**src/pes_pkg.sv**
```systemverilog
// constants and types shared by the emergency output-stop block
// Operation
// - enable bit arms fault pin, resets to 0
// - fault pin sampled on the fast clock
// - accepted stop sets the stop flag
// - every accepted stop raises the interrupt
// - release works only with start 0, mode 00
// - release with pin still low re-enters stop
// - counter cannot start while stop is active
// - outputs forced idle within 40 clocks
// - timer runs only in normal or idle modes
// - entering low-power mode initializes the timer
// - stop forces outputs only, counter keeps running
// - initial-level bit selects each idle level
package pes_pkg;

    localparam int unsigned ADDR_W = 3;
    localparam int unsigned DATA_W = 8;
    localparam int unsigned CNT_W  = 8;

    // register offsets
    localparam logic [ADDR_W-1:0] OFS_CR1    = 3'h0;
    localparam logic [ADDR_W-1:0] OFS_CR2    = 3'h1;
    localparam logic [ADDR_W-1:0] OFS_CR3    = 3'h2;
    localparam logic [ADDR_W-1:0] OFS_PERIOD = 3'h3;
    localparam logic [ADDR_W-1:0] OFS_DEAD   = 3'h4;

    // field positions
    localparam int unsigned CR1_INI1_BIT  = 0;
    localparam int unsigned CR1_INI2_BIT  = 1;
    localparam int unsigned CR2_OE1_BIT   = 0;
    localparam int unsigned CR2_OE2_BIT   = 1;
    localparam int unsigned CR2_FEN_BIT   = 2;
    localparam int unsigned CR2_REL_BIT   = 7;
    localparam int unsigned CR3_START_BIT = 0;
    localparam int unsigned CR3_STM_LSB   = 1;
    localparam int unsigned CR3_RUN_BIT   = 6;
    localparam int unsigned CR3_FLAG_BIT  = 7;

    // stop-mode codes
    localparam logic [1:0] STM_STOP_CLR  = 2'h0;
    localparam logic [1:0] STM_STOP_HOLD = 2'h1;
    localparam logic [1:0] STM_STOP_END  = 2'h2;

    // reset values
    localparam logic [DATA_W-1:0] RST_REG    = 8'h00;
    localparam logic [CNT_W-1:0]  RST_PERIOD = 8'hFF;
    localparam logic [CNT_W-1:0]  RST_DEAD   = 8'h80;

    // timing: figures in periods of the high-frequency clock
    localparam int unsigned CLK_HZ        = 20_000_000;
    localparam int unsigned HF_CLOCK_HZ   = 20_000_000;
    localparam int unsigned MIN_LOW_HF    = 4;
    localparam int unsigned RESP_MAX_HF   = 40;
    localparam int unsigned MIN_LOW_CYC   =
        (MIN_LOW_HF * CLK_HZ + HF_CLOCK_HZ - 1) / HF_CLOCK_HZ;
    localparam int unsigned RESP_MAX_CYC  =
        (RESP_MAX_HF * CLK_HZ) / HF_CLOCK_HZ;
    localparam int unsigned FILT_LEN      = MIN_LOW_CYC - 1;

    typedef enum logic [2:0] {
        ST_IDLE  = 3'b001,
        ST_RUN   = 3'b010,
        ST_DRAIN = 3'b100
    } pes_tmr_st_e;

endpackage

```
**src/pes_tmr_if.sv**
```systemverilog
// link between the register/control logic and the waveform counter
`timescale 1ns/10ps
interface pes_tmr_if
    import pes_pkg::*;
#(
    parameter int unsigned W = CNT_W
);
    logic         run;
    logic         clear;
    logic         ini1;
    logic         ini2;
    logic [W-1:0] period;
    logic [W-1:0] dead;
    logic         wave1;
    logic         wave2;
    logic         period_end;

    modport ctrl (output run, clear, ini1, ini2, period, dead,
                  input  wave1, wave2, period_end);
    modport gen  (input  run, clear, ini1, ini2, period, dead,
                  output wave1, wave2, period_end);
endinterface

```
**src/pes_emergency_stop.sv**
```systemverilog
// pulse timer with emergency output stop and register port
`timescale 1ns/10ps
module pes_emergency_stop
    import pes_pkg::*;
#(
    parameter int unsigned W    = CNT_W,
    parameter int unsigned FILT = FILT_LEN
)
(
    // clock, reset, clock enable
    input  wire logic              ref_clk,
    input  wire logic              rstn,
    input  wire logic              clk_en,
    // register port
    input  wire logic [ADDR_W-1:0] reg_addr,
    input  wire logic [DATA_W-1:0] reg_wdata,
    input  wire logic              reg_wr,
    input  wire logic              reg_rd,
    output logic      [DATA_W-1:0] reg_rdata,
    // operating mode of the controller
    input  wire logic              lp_mode,
    // fault input, active low
    input  wire logic              fault_stop_pin_n,
    // pulse outputs
    output logic                   ppg1_out,
    output logic                   ppg1_oe,
    output logic                   ppg2_out,
    output logic                   ppg2_oe,
    // status
    output logic                   fault_stop_flag,
    output logic                   fault_stop_irq
);

    pes_tmr_if #(.W(W)) tl ();

    logic              low_det;
    logic              hit;
    logic              rel_ok;

    // configuration
    logic              ini1_r;
    logic              ini1_nxt;
    logic              ini2_r;
    logic              ini2_nxt;
    logic              oe1_r;
    logic              oe1_nxt;
    logic              oe2_r;
    logic              oe2_nxt;
    logic              fen_r;
    logic              fen_nxt;
    logic              start_r;
    logic              start_nxt;
    logic [1:0]        stm_r;
    logic [1:0]        stm_nxt;
    logic [W-1:0]      period_r;
    logic [W-1:0]      period_nxt;
    logic [W-1:0]      dead_r;
    logic [W-1:0]      dead_nxt;

    // timer state
    pes_tmr_st_e       st_r;
    pes_tmr_st_e       st_nxt;

    // emergency state and outputs
    logic              flag_r;
    logic              flag_nxt;
    logic              irq_r;
    logic              irq_nxt;
    logic              out1_r;
    logic              out1_nxt;
    logic              out2_r;
    logic              out2_nxt;
    logic [DATA_W-1:0] rdata_r;
    logic [DATA_W-1:0] rdata_nxt;

    pes_fault_sampler #(.LEN(FILT)) u_sampler (
        .ref_clk (ref_clk),
        .rstn    (rstn),
        .clk_en  (clk_en),
        .pin_n   (fault_stop_pin_n),
        .low_det (low_det)
    );

    pes_wave_gen #(.W(W)) u_wave (
        .ref_clk (ref_clk),
        .rstn    (rstn),
        .clk_en  (clk_en),
        .tl      (tl)
    );

    // filter counts always; pin only hits while armed
    assign hit    = fen_r && low_det;
    assign rel_ok = reg_wr && (reg_addr == OFS_CR2)
                    && reg_wdata[CR2_REL_BIT]
                    && !start_r
                    && (stm_r == STM_STOP_CLR);

    // register writes and low-power initialization
    always_comb
    begin
        ini1_nxt   = ini1_r;
        ini2_nxt   = ini2_r;
        oe1_nxt    = oe1_r;
        oe2_nxt    = oe2_r;
        fen_nxt    = fen_r;
        start_nxt  = start_r;
        stm_nxt    = stm_r;
        period_nxt = period_r;
        dead_nxt   = dead_r;
        if (lp_mode)
        begin
            // timer configuration drops back to reset values
            ini1_nxt   = RST_REG[CR1_INI1_BIT];
            ini2_nxt   = RST_REG[CR1_INI2_BIT];
            oe1_nxt    = RST_REG[CR2_OE1_BIT];
            oe2_nxt    = RST_REG[CR2_OE2_BIT];
            fen_nxt    = RST_REG[CR2_FEN_BIT];
            start_nxt  = RST_REG[CR3_START_BIT];
            stm_nxt    = RST_REG[CR3_STM_LSB +: 2];
            period_nxt = RST_PERIOD;
            dead_nxt   = RST_DEAD;
        end
        else if (reg_wr)
        begin
            case (reg_addr)
                OFS_CR1:
                begin
                    ini1_nxt = reg_wdata[CR1_INI1_BIT];
                    ini2_nxt = reg_wdata[CR1_INI2_BIT];
                end
                OFS_CR2:
                begin
                    oe1_nxt = reg_wdata[CR2_OE1_BIT];
                    oe2_nxt = reg_wdata[CR2_OE2_BIT];
                    fen_nxt = reg_wdata[CR2_FEN_BIT];
                end
                OFS_CR3:
                begin
                    start_nxt = reg_wdata[CR3_START_BIT];
                    stm_nxt   = reg_wdata[CR3_STM_LSB +: 2];
                end
                OFS_PERIOD: period_nxt = reg_wdata[W-1:0];
                OFS_DEAD:   dead_nxt   = reg_wdata[W-1:0];
                default:    ;
            endcase
        end
    end

    always_ff @(posedge ref_clk or negedge rstn)
    begin
        if (!rstn)
        begin
            ini1_r   <= RST_REG[CR1_INI1_BIT];
            ini2_r   <= RST_REG[CR1_INI2_BIT];
            oe1_r    <= RST_REG[CR2_OE1_BIT];
            oe2_r    <= RST_REG[CR2_OE2_BIT];
            fen_r    <= RST_REG[CR2_FEN_BIT];
            start_r  <= RST_REG[CR3_START_BIT];
            stm_r    <= RST_REG[CR3_STM_LSB +: 2];
            period_r <= RST_PERIOD;
            dead_r   <= RST_DEAD;
        end
        else if (clk_en)
        begin
            ini1_r   <= ini1_nxt;
            ini2_r   <= ini2_nxt;
            oe1_r    <= oe1_nxt;
            oe2_r    <= oe2_nxt;
            fen_r    <= fen_nxt;
            start_r  <= start_nxt;
            stm_r    <= stm_nxt;
            period_r <= period_nxt;
            dead_r   <= dead_nxt;
        end
    end

    // counter control; a running counter is left alone by a fault
    always_comb
    begin
        st_nxt = st_r;
        unique case (st_r)
            ST_IDLE:
                if (start_r && !flag_r)
                    st_nxt = ST_RUN;
            ST_RUN:
                if (!start_r)
                    st_nxt = (stm_r == STM_STOP_END) ? ST_DRAIN
                                                     : ST_IDLE;
            ST_DRAIN:
                if (tl.period_end)
                    st_nxt = ST_IDLE;
        endcase
        if (lp_mode)
            st_nxt = ST_IDLE;
    end

    always_ff @(posedge ref_clk or negedge rstn)
    begin
        if (!rstn)
            st_r <= ST_IDLE;
        else if (clk_en)
            st_r <= st_nxt;
    end

    assign tl.run    = (st_r != ST_IDLE) && !lp_mode;
    assign tl.clear  = lp_mode
                       || ((st_r == ST_IDLE)
                           && (stm_r != STM_STOP_HOLD));
    assign tl.ini1   = ini1_r;
    assign tl.ini2   = ini2_r;
    assign tl.period = period_r;
    assign tl.dead   = dead_r;

    // emergency flag: a fresh fault beats a release in the same cycle
    always_comb
    begin
        flag_nxt = flag_r;
        if (hit)
            flag_nxt = 1'b1;
        else if (rel_ok)
            flag_nxt = 1'b0;
        // pin still low at release: state re-entered, irq again
        irq_nxt = hit && (!flag_r || rel_ok);
    end

    always_ff @(posedge ref_clk or negedge rstn)
    begin
        if (!rstn)
        begin
            flag_r <= 1'b0;
            irq_r  <= 1'b0;
        end
        else if (clk_en)
        begin
            flag_r <= flag_nxt;
            irq_r  <= irq_nxt;
        end
    end

    // pins: forced to the idle level while the flag stands
    always_comb
    begin
        out1_nxt = ini1_r;
        out2_nxt = ini2_r;
        if (!flag_r && oe1_r)
            out1_nxt = tl.wave1;
        if (!flag_r && oe2_r)
            out2_nxt = tl.wave2;
        // path pin to pin is about six clocks, well inside the limit
        if (flag_r)
        begin
            out1_nxt = ini1_r;
            out2_nxt = ini2_r;
        end
    end

    always_ff @(posedge ref_clk or negedge rstn)
    begin
        if (!rstn)
        begin
            out1_r <= RST_REG[CR1_INI1_BIT];
            out2_r <= RST_REG[CR1_INI2_BIT];
        end
        else if (clk_en)
        begin
            out1_r <= out1_nxt;
            out2_r <= out2_nxt;
        end
    end

    // read data stand for one cycle only; unmapped reads give zero
    always_comb
    begin
        rdata_nxt = '0;
        if (reg_rd)
        begin
            case (reg_addr)
                OFS_CR1:
                begin
                    rdata_nxt[CR1_INI1_BIT] = ini1_r;
                    rdata_nxt[CR1_INI2_BIT] = ini2_r;
                end
                OFS_CR2:
                begin
                    rdata_nxt[CR2_OE1_BIT] = oe1_r;
                    rdata_nxt[CR2_OE2_BIT] = oe2_r;
                    rdata_nxt[CR2_FEN_BIT] = fen_r;
                end
                OFS_CR3:
                begin
                    rdata_nxt[CR3_START_BIT]      = start_r;
                    rdata_nxt[CR3_STM_LSB +: 2]   = stm_r;
                    rdata_nxt[CR3_RUN_BIT]        = tl.run;
                    rdata_nxt[CR3_FLAG_BIT]       = flag_r;
                end
                OFS_PERIOD: rdata_nxt[W-1:0] = period_r;
                OFS_DEAD:   rdata_nxt[W-1:0] = dead_r;
                default:    rdata_nxt = '0;
            endcase
        end
    end

    always_ff @(posedge ref_clk or negedge rstn)
    begin
        if (!rstn)
            rdata_r <= '0;
        else if (clk_en)
            rdata_r <= rdata_nxt;
    end

    assign reg_rdata       = rdata_r;
    assign ppg1_out        = out1_r;
    assign ppg2_out        = out2_r;
    assign ppg1_oe         = oe1_r;
    assign ppg2_oe         = oe2_r;
    assign fault_stop_flag = flag_r;
    assign fault_stop_irq  = irq_r;

endmodule // pes_emergency_stop

```
**src/pes_fault_sampler.sv**
```systemverilog
// fault pin sampler with a consecutive-low filter
`timescale 1ns/10ps
module pes_fault_sampler
    import pes_pkg::*;
#(
    parameter int unsigned LEN = FILT_LEN
)
(
    // clock and reset
    input  wire logic ref_clk,
    input  wire logic rstn,
    input  wire logic clk_en,
    // pin and result
    input  wire logic pin_n,
    output logic      low_det
);
    logic [3:0] cnt_r;
    logic [3:0] cnt_nxt;
    logic       smp_r;
    logic       smp_nxt;

    // sampled every fast clock, so a halted clock stops detection
    always_comb
    begin
        smp_nxt = pin_n;
        cnt_nxt = cnt_r;
        if (smp_r)
            cnt_nxt = 4'h0;
        else if (cnt_r != 4'(LEN))
            cnt_nxt = cnt_r + 4'h1;
    end

    always_ff @(posedge ref_clk or negedge rstn)
    begin
        if (!rstn)
        begin
            smp_r <= 1'b1;
            cnt_r <= 4'h0;
        end
        else if (clk_en)
        begin
            smp_r <= smp_nxt;
            cnt_r <= cnt_nxt;
        end
    end

    // the count holds the earlier lows and smp_r the latest one, so
    // LEN+1 lows in a row are needed; anything shorter is noise
    assign low_det = (cnt_r == 4'(LEN)) && !smp_r;
endmodule // pes_fault_sampler

```
**src/pes_wave_gen.sv**
```systemverilog
// period counter and two dead-time waveforms
`timescale 1ns/10ps
module pes_wave_gen
    import pes_pkg::*;
#(
    parameter int unsigned W = CNT_W
)
(
    // clock and reset
    input  wire logic ref_clk,
    input  wire logic rstn,
    input  wire logic clk_en,
    // control link
    pes_tmr_if.gen    tl
);
    logic [W-1:0] cnt_r;
    logic [W-1:0] cnt_nxt;
    logic         past_dead;

    always_comb
    begin
        cnt_nxt = cnt_r;
        if (tl.clear)
            cnt_nxt = '0;
        else if (tl.run)
            cnt_nxt = tl.period_end ? '0 : cnt_r + 1'b1;
    end

    always_ff @(posedge ref_clk or negedge rstn)
    begin
        if (!rstn)
            cnt_r <= '0;
        else if (clk_en)
            cnt_r <= cnt_nxt;
    end

    assign tl.period_end = tl.run && (cnt_r == tl.period);
    assign past_dead     = (cnt_r >= tl.dead);
    // level bit 0 idles low and rises at dead time; 1 is the inverse
    assign tl.wave1      = tl.ini1 ^ past_dead;
    assign tl.wave2      = tl.ini2 ^ past_dead;
endmodule // pes_wave_gen

```
**config.mk**
```make
export PLATFORM = sky130hd
export DESIGN_NAME = pes_emergency_stop
export DESIGN_NICKNAME = d
export VERILOG_FILES = /design/src/pes_pkg.sv /design/src/pes_tmr_if.sv /design/src/pes_emergency_stop.sv /design/src/pes_fault_sampler.sv /design/src/pes_wave_gen.sv
export SDC_FILE = /design/constraint.sdc
export NUM_CORES = 1
export LEC_CHECK = 0
export ABC_AREA = 0
export BUFFER_PORTS_ARGS = -buffer_cell sky130_fd_sc_hd__buf_2
export CORE_MARGIN = 1
export CORE_UTILIZATION = 50
export CTS_CLUSTER_DIAMETER = 60
export CTS_CLUSTER_SIZE = 24
export DETAILED_ROUTE_END_ITERATION = 16
export PLACE_DENSITY = 0.69
export SYNTH_ARGS = -nofsm -noshare
export SYNTH_HDL_FRONTEND = slang
export SYNTH_HIERARCHICAL = 1
export SYNTH_SLANG_ARGS = --single-unit
```
**constraint.sdc**
```tcl
create_clock -name ref_clk -period 2.62 [get_ports ref_clk]
set_clock_uncertainty 0.05 [all_clocks]
set_input_delay 0.262 -clock ref_clk [delete_from_list [all_inputs] [get_ports ref_clk]]
set_output_delay 0.262 -clock ref_clk [all_outputs]
set_load 0.1 [all_outputs]
```
==> results of run 1 <==
==> per-stage QoR <==
stage	hold WS [ns]	util (%)
2_1_floorplan	-0.0836	-
3_3_place_gp	0.377	55.7
3_5_place_dp	0.381	55.7
6_report	0.00597	57.3
5_1_grt	0.0817	57.3
4_1_cts	0.0282	57.3
==> sequential cells by signal, indices dropped and copies added, names as in the netlist <==
name / count
dead_r: 8
period_r: 8
reg_rdata: 8
u_wave/cnt_r: 8
u_sampler/cnt_r: 4
st_r: 3
stm_r: 2
fault_stop_flag: 1
fault_stop_irq: 1
fen_r: 1
ini1_r: 1
ini2_r: 1
ppg1_oe: 1
ppg1_out: 1
ppg2_oe: 1
ppg2_out: 1
start_r: 1
u_sampler/smp_r: 1
==> report_power, final <==
part	total, mW	leakage (nW)	switching, mW	internal [mW]
clock network	0.508	0.0511	0.305	0.202
registers	1.07	0.668	0.146	0.928
logic	0.664	0.756	0.404	0.260
total	2.25	1.48	0.855	1.39
==> how the worst min path moves through the flow <==
stage / depth (start not counted) / from / endpoint / slack (ns)
5_1_grt: 2 / rstn / u_sampler/cnt_r[1]$_DFFE_PN0P_ / 0.08
3_3_place_gp: 2 / rstn / u_sampler/cnt_r[2]$_DFFE_PN0P_ / 0.38
4_1_cts: 2 / rstn / reg_rdata[1]$_DFFE_PN0P_ / 0.03
2_1_floorplan: 0 / rstn / dead_r[0]$_DFFE_PN0P_ / -0.08
3_5_place_dp: 2 / rstn / u_sampler/cnt_r[1]$_DFFE_PN0P_ / 0.38
6_report: 2 / rstn / u_sampler/cnt_r[1]$_DFFE_PN0P_ / 0.006
==> cells by family (layout without fill, tap and decap cells) <==
logic type / after synthesis / in the layout / synth area share, %
DFF: 52 / 52 / 41.4
AOI/OAI and AO/OA: 99 / 99 / 24.1
buffers and inverters: 33 / 60 / 5.12
xor gates and xnor gates: 13 / 13 / 3.59
adders and majority gates: 10 / 10 / 3.94
and+or+nand+nor: 88 / 88 / 16.7
muxes: 13 / 13 / 5.12
==> worst max-delay path: cells and delay by family (launching register included) <==
kind | cells | cell delay [ns]
AND/OR/NAND/NOR | 6 | 1.18
flip-flops | 1 | 0.60
AO/OA/AOI/OAI | 1 | 0.13
XOR/XNOR | 1 | 0.13
==> per-layer routing <==
layer | vias up | GRT usage (%) | share of wire (%)
li1 | 1205 | - | -
met1 | 1242 | 32.5 | 48
met2 | 41 | 40.9 | 48
met3 | 10 | 3.89 | 2.5
met4 | 0 | 7.19 | 1.3
met5 | - | 0 | 0
==> cell type report <==
class	instances	area [µm²]	area share (%)
multi-input combinational	223	1700	49.1
clock inverter	3	28.8	0.834
clock buffer	5	68.8	1.99
tap	75	93.8	2.72
sequential	52	1320	38.1
timing repair buffer	35	185	5.36
inverter	17	63.8	1.85
==> cells in the mapped netlist (all sizes together) (4+ instances only) <==
library cell / instances
a21oi: 12
a22oi: 14
a31oi: 5
buf: 10
clkbuf: 6
dfrtp: 41
dfstp: 11
ha: 10
inv: 17
mux2: 6
mux2i: 5
nand2: 16
nand2b: 4
nand3: 5
nor2: 22
nor2b: 13
nor3: 7
o21ai: 10
o22a: 15
o2bb2ai: 19
xnor2: 7
xor2: 6
==> flow_summary_export.csv, run 1 <==
group,metric,value,unit
status,status,"finished clean",
worst_setup_path,crit_path_end,"u_wave/cnt_r[7]$_DFFE_PN0P_",
die,core_area,0.00603,mm²
placement,place_hpwl,5120,µm
finish,final_common_cell,"dfrtp_1",
clock_tree,cts_buffers,5,
sta,tightestPinTransition,0.673,ns
finish,final_cells,410,
worst_setup_path,cp_data_required_time,2.78,ns
die,start_util,52.7,%
clock_tree,h-tree-depth,2,
synthesis,seq_area_frac_synth,41.4,%
pwr,finalPower,2.25,mW
finish,area_growth,8.75,%
worst_setup_path,ff2ff_path_depth,8,
finish,fin_nets,362,
worst_setup_path,reg2reg_from,"st_r[0]$_DFFE_PN1P_",
pwr,peakVddDrop,0.000461,V
sta,worst_slack,0.419,ns
placement,post-place-ws,0.455,ns
sta,relSlewSlack,55.2,%
drt,drc_errors,0,
clock_tree,clock_path_buffers,2,
global_route,grt_antenna_before_repair,0,
flow_run,cap_violations,0,
synthesis,syn_area,0.00317,mm²
worst_setup_path,cp_max_fo,6,
pwr,powerDensity,651,mW/mm²
finish,drive_gt1_share,23.0,%
drt,drt-pass1-iter-count,4,
worst_setup_path,startpoint_type,"flip-flop",
worst_setup_path,cp_data_arrival_time,2.36,ns
finish,fin_area,0.00345,mm²
sta,rsz0062_at_grt,"no",
global_route,grt_util_all_layers,24.4,%
clock_tree,ctsHoldBuffers,0,
sta,fmax,454,MHz
synthesis,async_reset_ff_share,100,%
drt,drt_iter0_markers,156,
die,ios,32,
synthesis,avgSynthCellArea,10.3,µm²
placement,portBuffers,31,
sta,fin_crit,2.20,ns
sta,hold_viol_final,0,
placement,post_dp_cell_area,0.00335,mm²
finish,diodes,0,
global_route,grt.overflow.total,0,
worst_setup_path,setup.worst_path.start,"st_r[0]$_DFFE_PN1P_",
sta,finalMaxSlewViolations,0,
clock_tree,root_buffer,"clkbuf_8",
drt,wirelength,7360,µm
synthesis,synth_cell_types,67,
die,die_w,81.7,µm
synthesis,synth_top_area_share,32.3,%
synthesis,synth_edf_count,0,
clock_tree,clock_sinks,52,
die,rows,28,
drt,viasPerCell,6.09,
synthesis,yosys_warnings,6,
worst_setup_path,slowest_stage,"dfstp_2",
clock_tree,ctsResizeCount,0,
worst_setup_path,crit_path_end_kind,"flip-flop",
worst_setup_path,criticalPathCategory,"reg -> reg",
die,dieArea,0.00667,mm²
min_path,holdCritPathClass,"in -> async",
clock_tree,clkTransAtPathRegs,0.10,ns
synthesis,syn_inst,308,
global_route,first_global_vias,2446,
sta,setup-violations-final,0,
synthesis,ys_seq_elements,52,
global_route,grt_max_degree,53,
die,die_y,81.7,µm
pwr,leakagePower,1.48,nW
drt,wl_per_cell,18.0,µm
worst_setup_path,max_stage_delay,0.60,ns
clock_tree,cts_tree,"built",
synthesis,syn-num-nets,336,
synthesis,synth_top_area_cell,"dfrtp_1",
drt,final_antenna_net_count,0,
synthesis,synth_top_flop_cell,"dfrtp_1",
worst_setup_path,crit_path_frequent_cell,"nor2_1",
sta,post-route-period-util,84.0,%
clock_tree,post_cts.repair.setup_buffers,0,
global_route,grt_pass1_wl,12200,µm
clock_tree,clk_latency,0.32,ns
worst_setup_path,crit_chain,"nor3b_1 > nor2_1 > nor2_1 > o21ai_1 > or3_1 > nor2_1 > xnor2_1 > nor2_1",
finish,n_fill_cell,551,
placement,place_congestion,0.783,
worst_setup_path,timing.rr.end,"u_wave/cnt_r[7]$_DFFE_PN0P_",
synthesis,synth_area_leaders,"dfrtp_1 (32%), dfstp_2 (9.1%), o2bb2ai_1 (5.2%)",
placement,dp_cells,402,
drt,vias,2498,
worst_setup_path,reg2reg_slack,0.42,ns
finish,final_cell_mix,"dfrtp_1 (41), buf_2 (31), nor2_1 (21)",
sta,setup_tns,0,ns
Power figures use the tool's default switching activity.
==> run 2, diff against run 1 <==
==> constraint.sdc (replaced) <==
create_clock -name ref_clk -period 2.2 [get_ports ref_clk]
set_clock_uncertainty 0.05 [all_clocks]
set_input_delay 0.22 -clock ref_clk [delete_from_list [all_inputs] [get_ports ref_clk]]
set_output_delay 0.22 -clock ref_clk [all_outputs]
set_load 0.1 [all_outputs]
==> flow_summary_export.csv, run 2 (same netlist as run 1, synthesis figures left out) <==
group,metric,value,unit
die,ios,32,
finish,n_fill_cell,547,
die,rows,28,
sta,finalMaxSlewViolations,0,
drt,drc_errors,0,
clock_tree,clock_path_buffers,2,
worst_setup_path,cp_max_fo,4,
global_route,grt_max_degree,32,
pwr,power.share.switching,37.4,%
pwr,peakVddDrop,0.000531,V
die,core_area,0.00603,mm²
worst_setup_path,criticalPathCategory,"reg -> reg",
sta,fin_hold_ws,0.0948,ns
finish,final_cell_mix,"dfrtp_1 (39), buf_2 (31), nor2_1 (21)",
finish,multi_input_comb_area,0.00170,mm²
pwr,power_switching,0.993,mW
pwr,leakagePower,1.53,nW
min_path,holdCritPathClass,"in -> reg",
pwr,clkPwrFrac,21.2,%
finish,area_growth,11.5,%
worst_setup_path,cp_data_arrival_time,2.19,ns
global_route,grt.overflow.total,0,
worst_setup_path,startpoint_type,"flip-flop",
placement,place_hpwl,5390,µm
global_route,first_global_vias,2436,
pwr,p_int,1.66,mW
worst_setup_path,crit_path_end_kind,"flip-flop",
drt,wl_per_cell,17.4,µm
sta,setup-violations-final,0,
placement,portBuffers,31,
drt,vias,2518,
global_route,top_usage_layer,"met2",
worst_setup_path,crit_chain,"buf_4 > xor2_1 > nor3_1 > and3_2 > nor4b_1 > a31oi_1 > nand2_1 > o41ai_1",
clock_tree,h-tree-depth,2,
global_route,grt_antenna_before_repair,0,
clock_tree,cts_buffers,5,
sta,relSlewSlack,67.3,%
clock_tree,cts_tree,"built",
global_route,grt_util_all_layers,23.7,%
sta,tightestPinTransition,0.489,ns
sta,fin_crit,2.06,ns
finish,fin_nets,374,
die,dieArea,0.00667,mm²
die,die_w,81.7,µm
worst_setup_path,max_stage_delay,0.41,ns
die,die_y,81.7,µm
clock_tree,clk_latency,0.31,ns
clock_tree,clock_sinks,52,
global_route,grt_pass1_wl,11900,µm
finish,diodes,0,
pwr,combPwrFrac,30.9,%
global_route,gr-usage-met1,31.7,%
sta,fmax,486,MHz
pwr,p_seq_share,47.9,%
status,status,"finished clean",
flow_run,cap_violations,0,
sta,post-route-period-util,93.4,%
finish,drive_gt1_share,25.9,%
sta,hold_viol_final,0,
pwr,powerDensity,750,mW/mm²
drt,drt_iter0_markers,127,
global_route,met3_usage,2.67,%
pwr,finalPower,2.66,mW
clock_tree,clkTransAtPathRegs,0.10,ns
drt,wirelength,7340,µm
global_route,grtUsageMet2,40.8,%
drt,drt-pass1-iter-count,4,
finish,register_area,0.00132,mm²
worst_setup_path,slowest_stage,"dfrtp_1",
worst_setup_path,cp_data_required_time,2.34,ns
drt,final_antenna_net_count,0,
drt,viasPerCell,5.97,
die,start_util,52.7,%
finish,final_common_cell,"dfrtp_1",
clock_tree,root_buffer,"clkbuf_8",
placement,place_congestion,0.854,
[run 2: stage by stage]
step | util [%] | area, µm² | TNS (ns) | worst slack [ns] | instances
after floorplan | - | 3170 | 0 | 0.195 | 308
after global placement | 56.9 | 3430 | 0 | 0.182 | 412
after detailed placement | 56.9 | 3430 | 0 | 0.124 | 412
after CTS | 58.6 | 3530 | 0 | 0.103 | 421
after global routing | 58.8 | 3540 | -0.00527 | -0.00527 | 422
final | 58.8 | 3540 | 0 | 0.144 | 422
[run 2: final cells by class]
type,instances,area share (%)
Inverter,17,1.80
Clock buffer,5,1.94
Timing Repair Buffer,47,7.84
Multi-Input combinational cell,223,47.9
Sequential cell,52,37.2
Clock inverter,3,0.636
Tap cell,75,2.65
[run 2: power groups by stage]
stage	clock (mW)	sequential, mW	combinational (mW)
final	0.564	1.27	0.822
after global routing	0.622	1.29	0.898
after CTS	0.581	1.27	0.818
after detailed placement	0	1.29	0.814
after global placement	0	1.28	0.796
after floorplan	0	1.42	0.463
[run 2: per-layer routing]
layer	wire [µm]	part of all wire [%]
met3	226	3.1
met5	0	0
met2	3590	49
met1	3430	47
met4	84	1.1
[run 2: path summary, 6_finish.rpt]
kind / startpoint / end / slack, ns / cells after the start
setup / recovery: u_wave/cnt_r[0]$_DFFE_PN0P_ / st_r[2]$_DFFE_PN0P_ / 0.14 / 8
hold / removal: fault_stop_pin_n / u_sampler/smp_r$_DFFE_PN1P_ / 0.09 / 2
setup reg to reg: u_wave/cnt_r[0]$_DFFE_PN0P_ / st_r[2]$_DFFE_PN0P_ / 0.14 / 8
hold reg to reg: reg_rdata[7]$_DFFE_PN0P_ / reg_rdata[7]$_DFFE_PN0P_ / 0.44 / 1
max in group asynchronous: rstn / period_r[6]$_DFFE_PN1P_ / 1.29 / 3
min in group asynchronous: rstn / u_sampler/cnt_r[1]$_DFFE_PN0P_ / 0.18 / 2
[run 2: worst max-delay path: cells and delay by family (launching register included)]
family | cells | cell delay, ns
AND/OR/NAND/NOR | 4 | 0.65
AO/OA/AOI/OAI | 2 | 0.53
flip-flops | 1 | 0.41
buffers and inverters | 1 | 0.15
XOR/XNOR | 1 | 0.15
[run 2: timing repair]
item	4_1_cts	5_1_grt
gates resized for setup	0	2
setup buffers	0	1
hold buffers	1	0
setup endpoints to repair	0	3
hold endpoints to repair	41	0
==> run 3, diff against run 2 <==
--- a/config.mk
+++ b/config.mk
@@ -13,6 +13,7 @@
 export CTS_CLUSTER_SIZE = 24
 export DETAILED_ROUTE_END_ITERATION = 16
 export PLACE_DENSITY = 0.69
+export REMOVE_ABC_BUFFERS = 1
 export SYNTH_ARGS = -nofsm -noshare
 export SYNTH_HDL_FRONTEND = slang
 export SYNTH_HIERARCHICAL = 1
==> flow_summary_export.csv, run 3 (same netlist as run 1, synthesis figures left out) <==
group,metric,value,unit
clock_tree,cts_buffers,5,
clock_tree,clkTransAtPathRegs,0.11,ns
finish,fin_nets,374,
min_path,worstHoldStart,"fault_stop_pin_n",
clock_tree,h-tree-depth,2,
sta,worst_slack,0.149,ns
sta,setup-violations-final,0,
placement,place_congestion,0.827,
worst_setup_path,cp_data_arrival_time,2.24,ns
die,dieArea,0.00667,mm²
clock_tree,clock_sinks,52,
min_path,hold_path_depth,2,
clock_tree,root_buffer,"clkbuf_8",
sta,hold_viol_final,0,
die,die_y,81.7,µm
placement,post_dp_cell_area,0.00344,mm²
finish,final_common_cell,"dfrtp_1",
clock_tree,clk_latency,0.32,ns
clock_tree,clock_path_buffers,2,
sta,fin_crit,2.05,ns
finish,utilization,59.0,%
placement,portBuffers,31,
die,die_w,81.7,µm
drt,drt_iter0_markers,171,
sta,tightestPinTransition,0.486,ns
global_route,grt_util_all_layers,24.3,%
finish,diodes,0,
placement,dp_cells,413,
worst_setup_path,cp_data_required_time,2.39,ns
placement,post-place-ws,0.185,ns
sta,finalMaxSlewViolations,0,
flow_run,cap_violations,0,
sta,fmax,487,MHz
worst_setup_path,startpoint_type,"flip-flop",
worst_setup_path,reg2reg_from,"st_r[0]$_DFFE_PN1P_",
die,start_util,52.7,%
finish,fin_area,0.00356,mm²
finish,area_growth,12.1,%
worst_setup_path,cp_max_fo,6,
finish,final_cells,422,
worst_setup_path,ff2ff_path_depth,8,
global_route,grt.overflow.total,0,
finish,final_cell_mix,"dfrtp_1 (40), buf_2 (31), nor2_1 (20)",
status,status,"finished clean",
die,ios,32,
drt,viasPerCell,6.00,
worst_setup_path,reg2reg_slack,0.15,ns
pwr,peakVddDrop,0.000431,V
sta,post-route-period-util,93.2,%
die,rows,28,
worst_setup_path,criticalPathCategory,"reg -> reg",
clock_tree,cts_tree,"built",
pwr,powerDensity,759,mW/mm²
sta,rsz0062_at_grt,"no",
global_route,grt_pass1_wl,12200,µm
drt,drt-pass1-iter-count,4,
min_path,min_to,"u_sampler/smp_r$_DFFE_PN1P_",
drt,drc_errors,0,
worst_setup_path,crit_path_end_kind,"flip-flop",
min_path,holdCritPathClass,"in -> reg",
placement,place_hpwl,5420,µm
worst_setup_path,timing.rr.end,"st_r[0]$_DFFE_PN1P_",
sta,relSlewSlack,67.8,%
pwr,leakagePower,1.54,nW
pwr,finalPower,2.70,mW
drt,wl_per_cell,17.4,µm
die,core_area,0.00603,mm²
drt,final_antenna_net_count,0,
drt,vias,2531,
global_route,grt_antenna_before_repair,0,
finish,drive_gt1_share,26.5,%
clock_tree,post_cts.repair.setup_buffers,0,
global_route,first_global_vias,2482,
drt,wirelength,7350,µm
global_route,grt_max_degree,29,
==> run 3: changes by cell type in the layout (fill, tap and decap cells not counted), sizes merged <==
cell / change
clkinv: -2
inv: +2
==> run 3: layer usage <==
metal / track usage, % / wire length (µm) / up-vias
met5: 0 / 0 / -
met3: 4.44 / 335 / 12
met4: 7.37 / 123 / 0
met2: 40.1 / 3470 / 66
li1: - / - / 1229
met1: 32.4 / 3420 / 1224
==> run 3: repair_timing <==
action | CTS | global route
endpoints found under the hold margin | 41 | 0
resized for setup | 0 | 4
setup endpoints to repair | 0 | 6
hold buffers | 1 | 0
==> run 3: how the worst max path moves through the flow <==
stage                                     start                     endpoint  slack [ns]  depth (start not counted)
floorplan                   st_r[0]$_DFFE_PN1P_  u_wave/cnt_r[7]$_DFFE_PN0P_       -0.03                          8
global placement            st_r[0]$_DFFE_PN1P_  u_wave/cnt_r[7]$_DFFE_PN0P_        0.22                          8
detailed placement          st_r[0]$_DFFE_PN1P_  u_wave/cnt_r[7]$_DFFE_PN0P_        0.18                          8
CTS                 u_wave/cnt_r[0]$_DFFE_PN0P_         ppg2_out$_DFFE_PN0P_        0.15                          9
global route                st_r[0]$_DFFE_PN1P_          st_r[0]$_DFFE_PN1P_      0.0002                          8
finish                      st_r[0]$_DFFE_PN1P_          st_r[0]$_DFFE_PN1P_        0.15                          8
==> run 3: critical path, cell delays in order (launching register included) <==
cell	delay, ns
dfstp_2	0.59
nor3b_1	0.20
nor2_1	0.09
and4_4	0.16
and3_2	0.20
nor4b_1	0.26
a31oi_1	0.10
a41oi_1	0.25
o21ai_1	0.09
==> run 3: final cells by class <==
type	count	area [µm²]
fill	539	2470
clock inverter	3	28.8
tap	75	93.8
multi-input combinational	223	1710
clock buffer	5	68.8
inverter	17	63.8
sequential	52	1320
timing repair buffer	47	278
==> run 3: metrics by stage <==
step           hold slack (ns)  setup TNS (ns)
2_1_floorplan           -0.126         -0.0301
3_3_place_gp           -0.0119               0
3_5_place_dp           -0.0101               0
4_1_cts                 0.0771               0
5_1_grt                 0.0804               0
6_report                0.0849               0
==> run 3: where the power goes <==
group          switching (mW)  leakage (nW)  internal [mW]  total, mW
sequential              0.175         0.666           1.11       1.28
clock                   0.367        0.0511          0.241      0.608
combinational           0.488         0.818          0.324      0.813
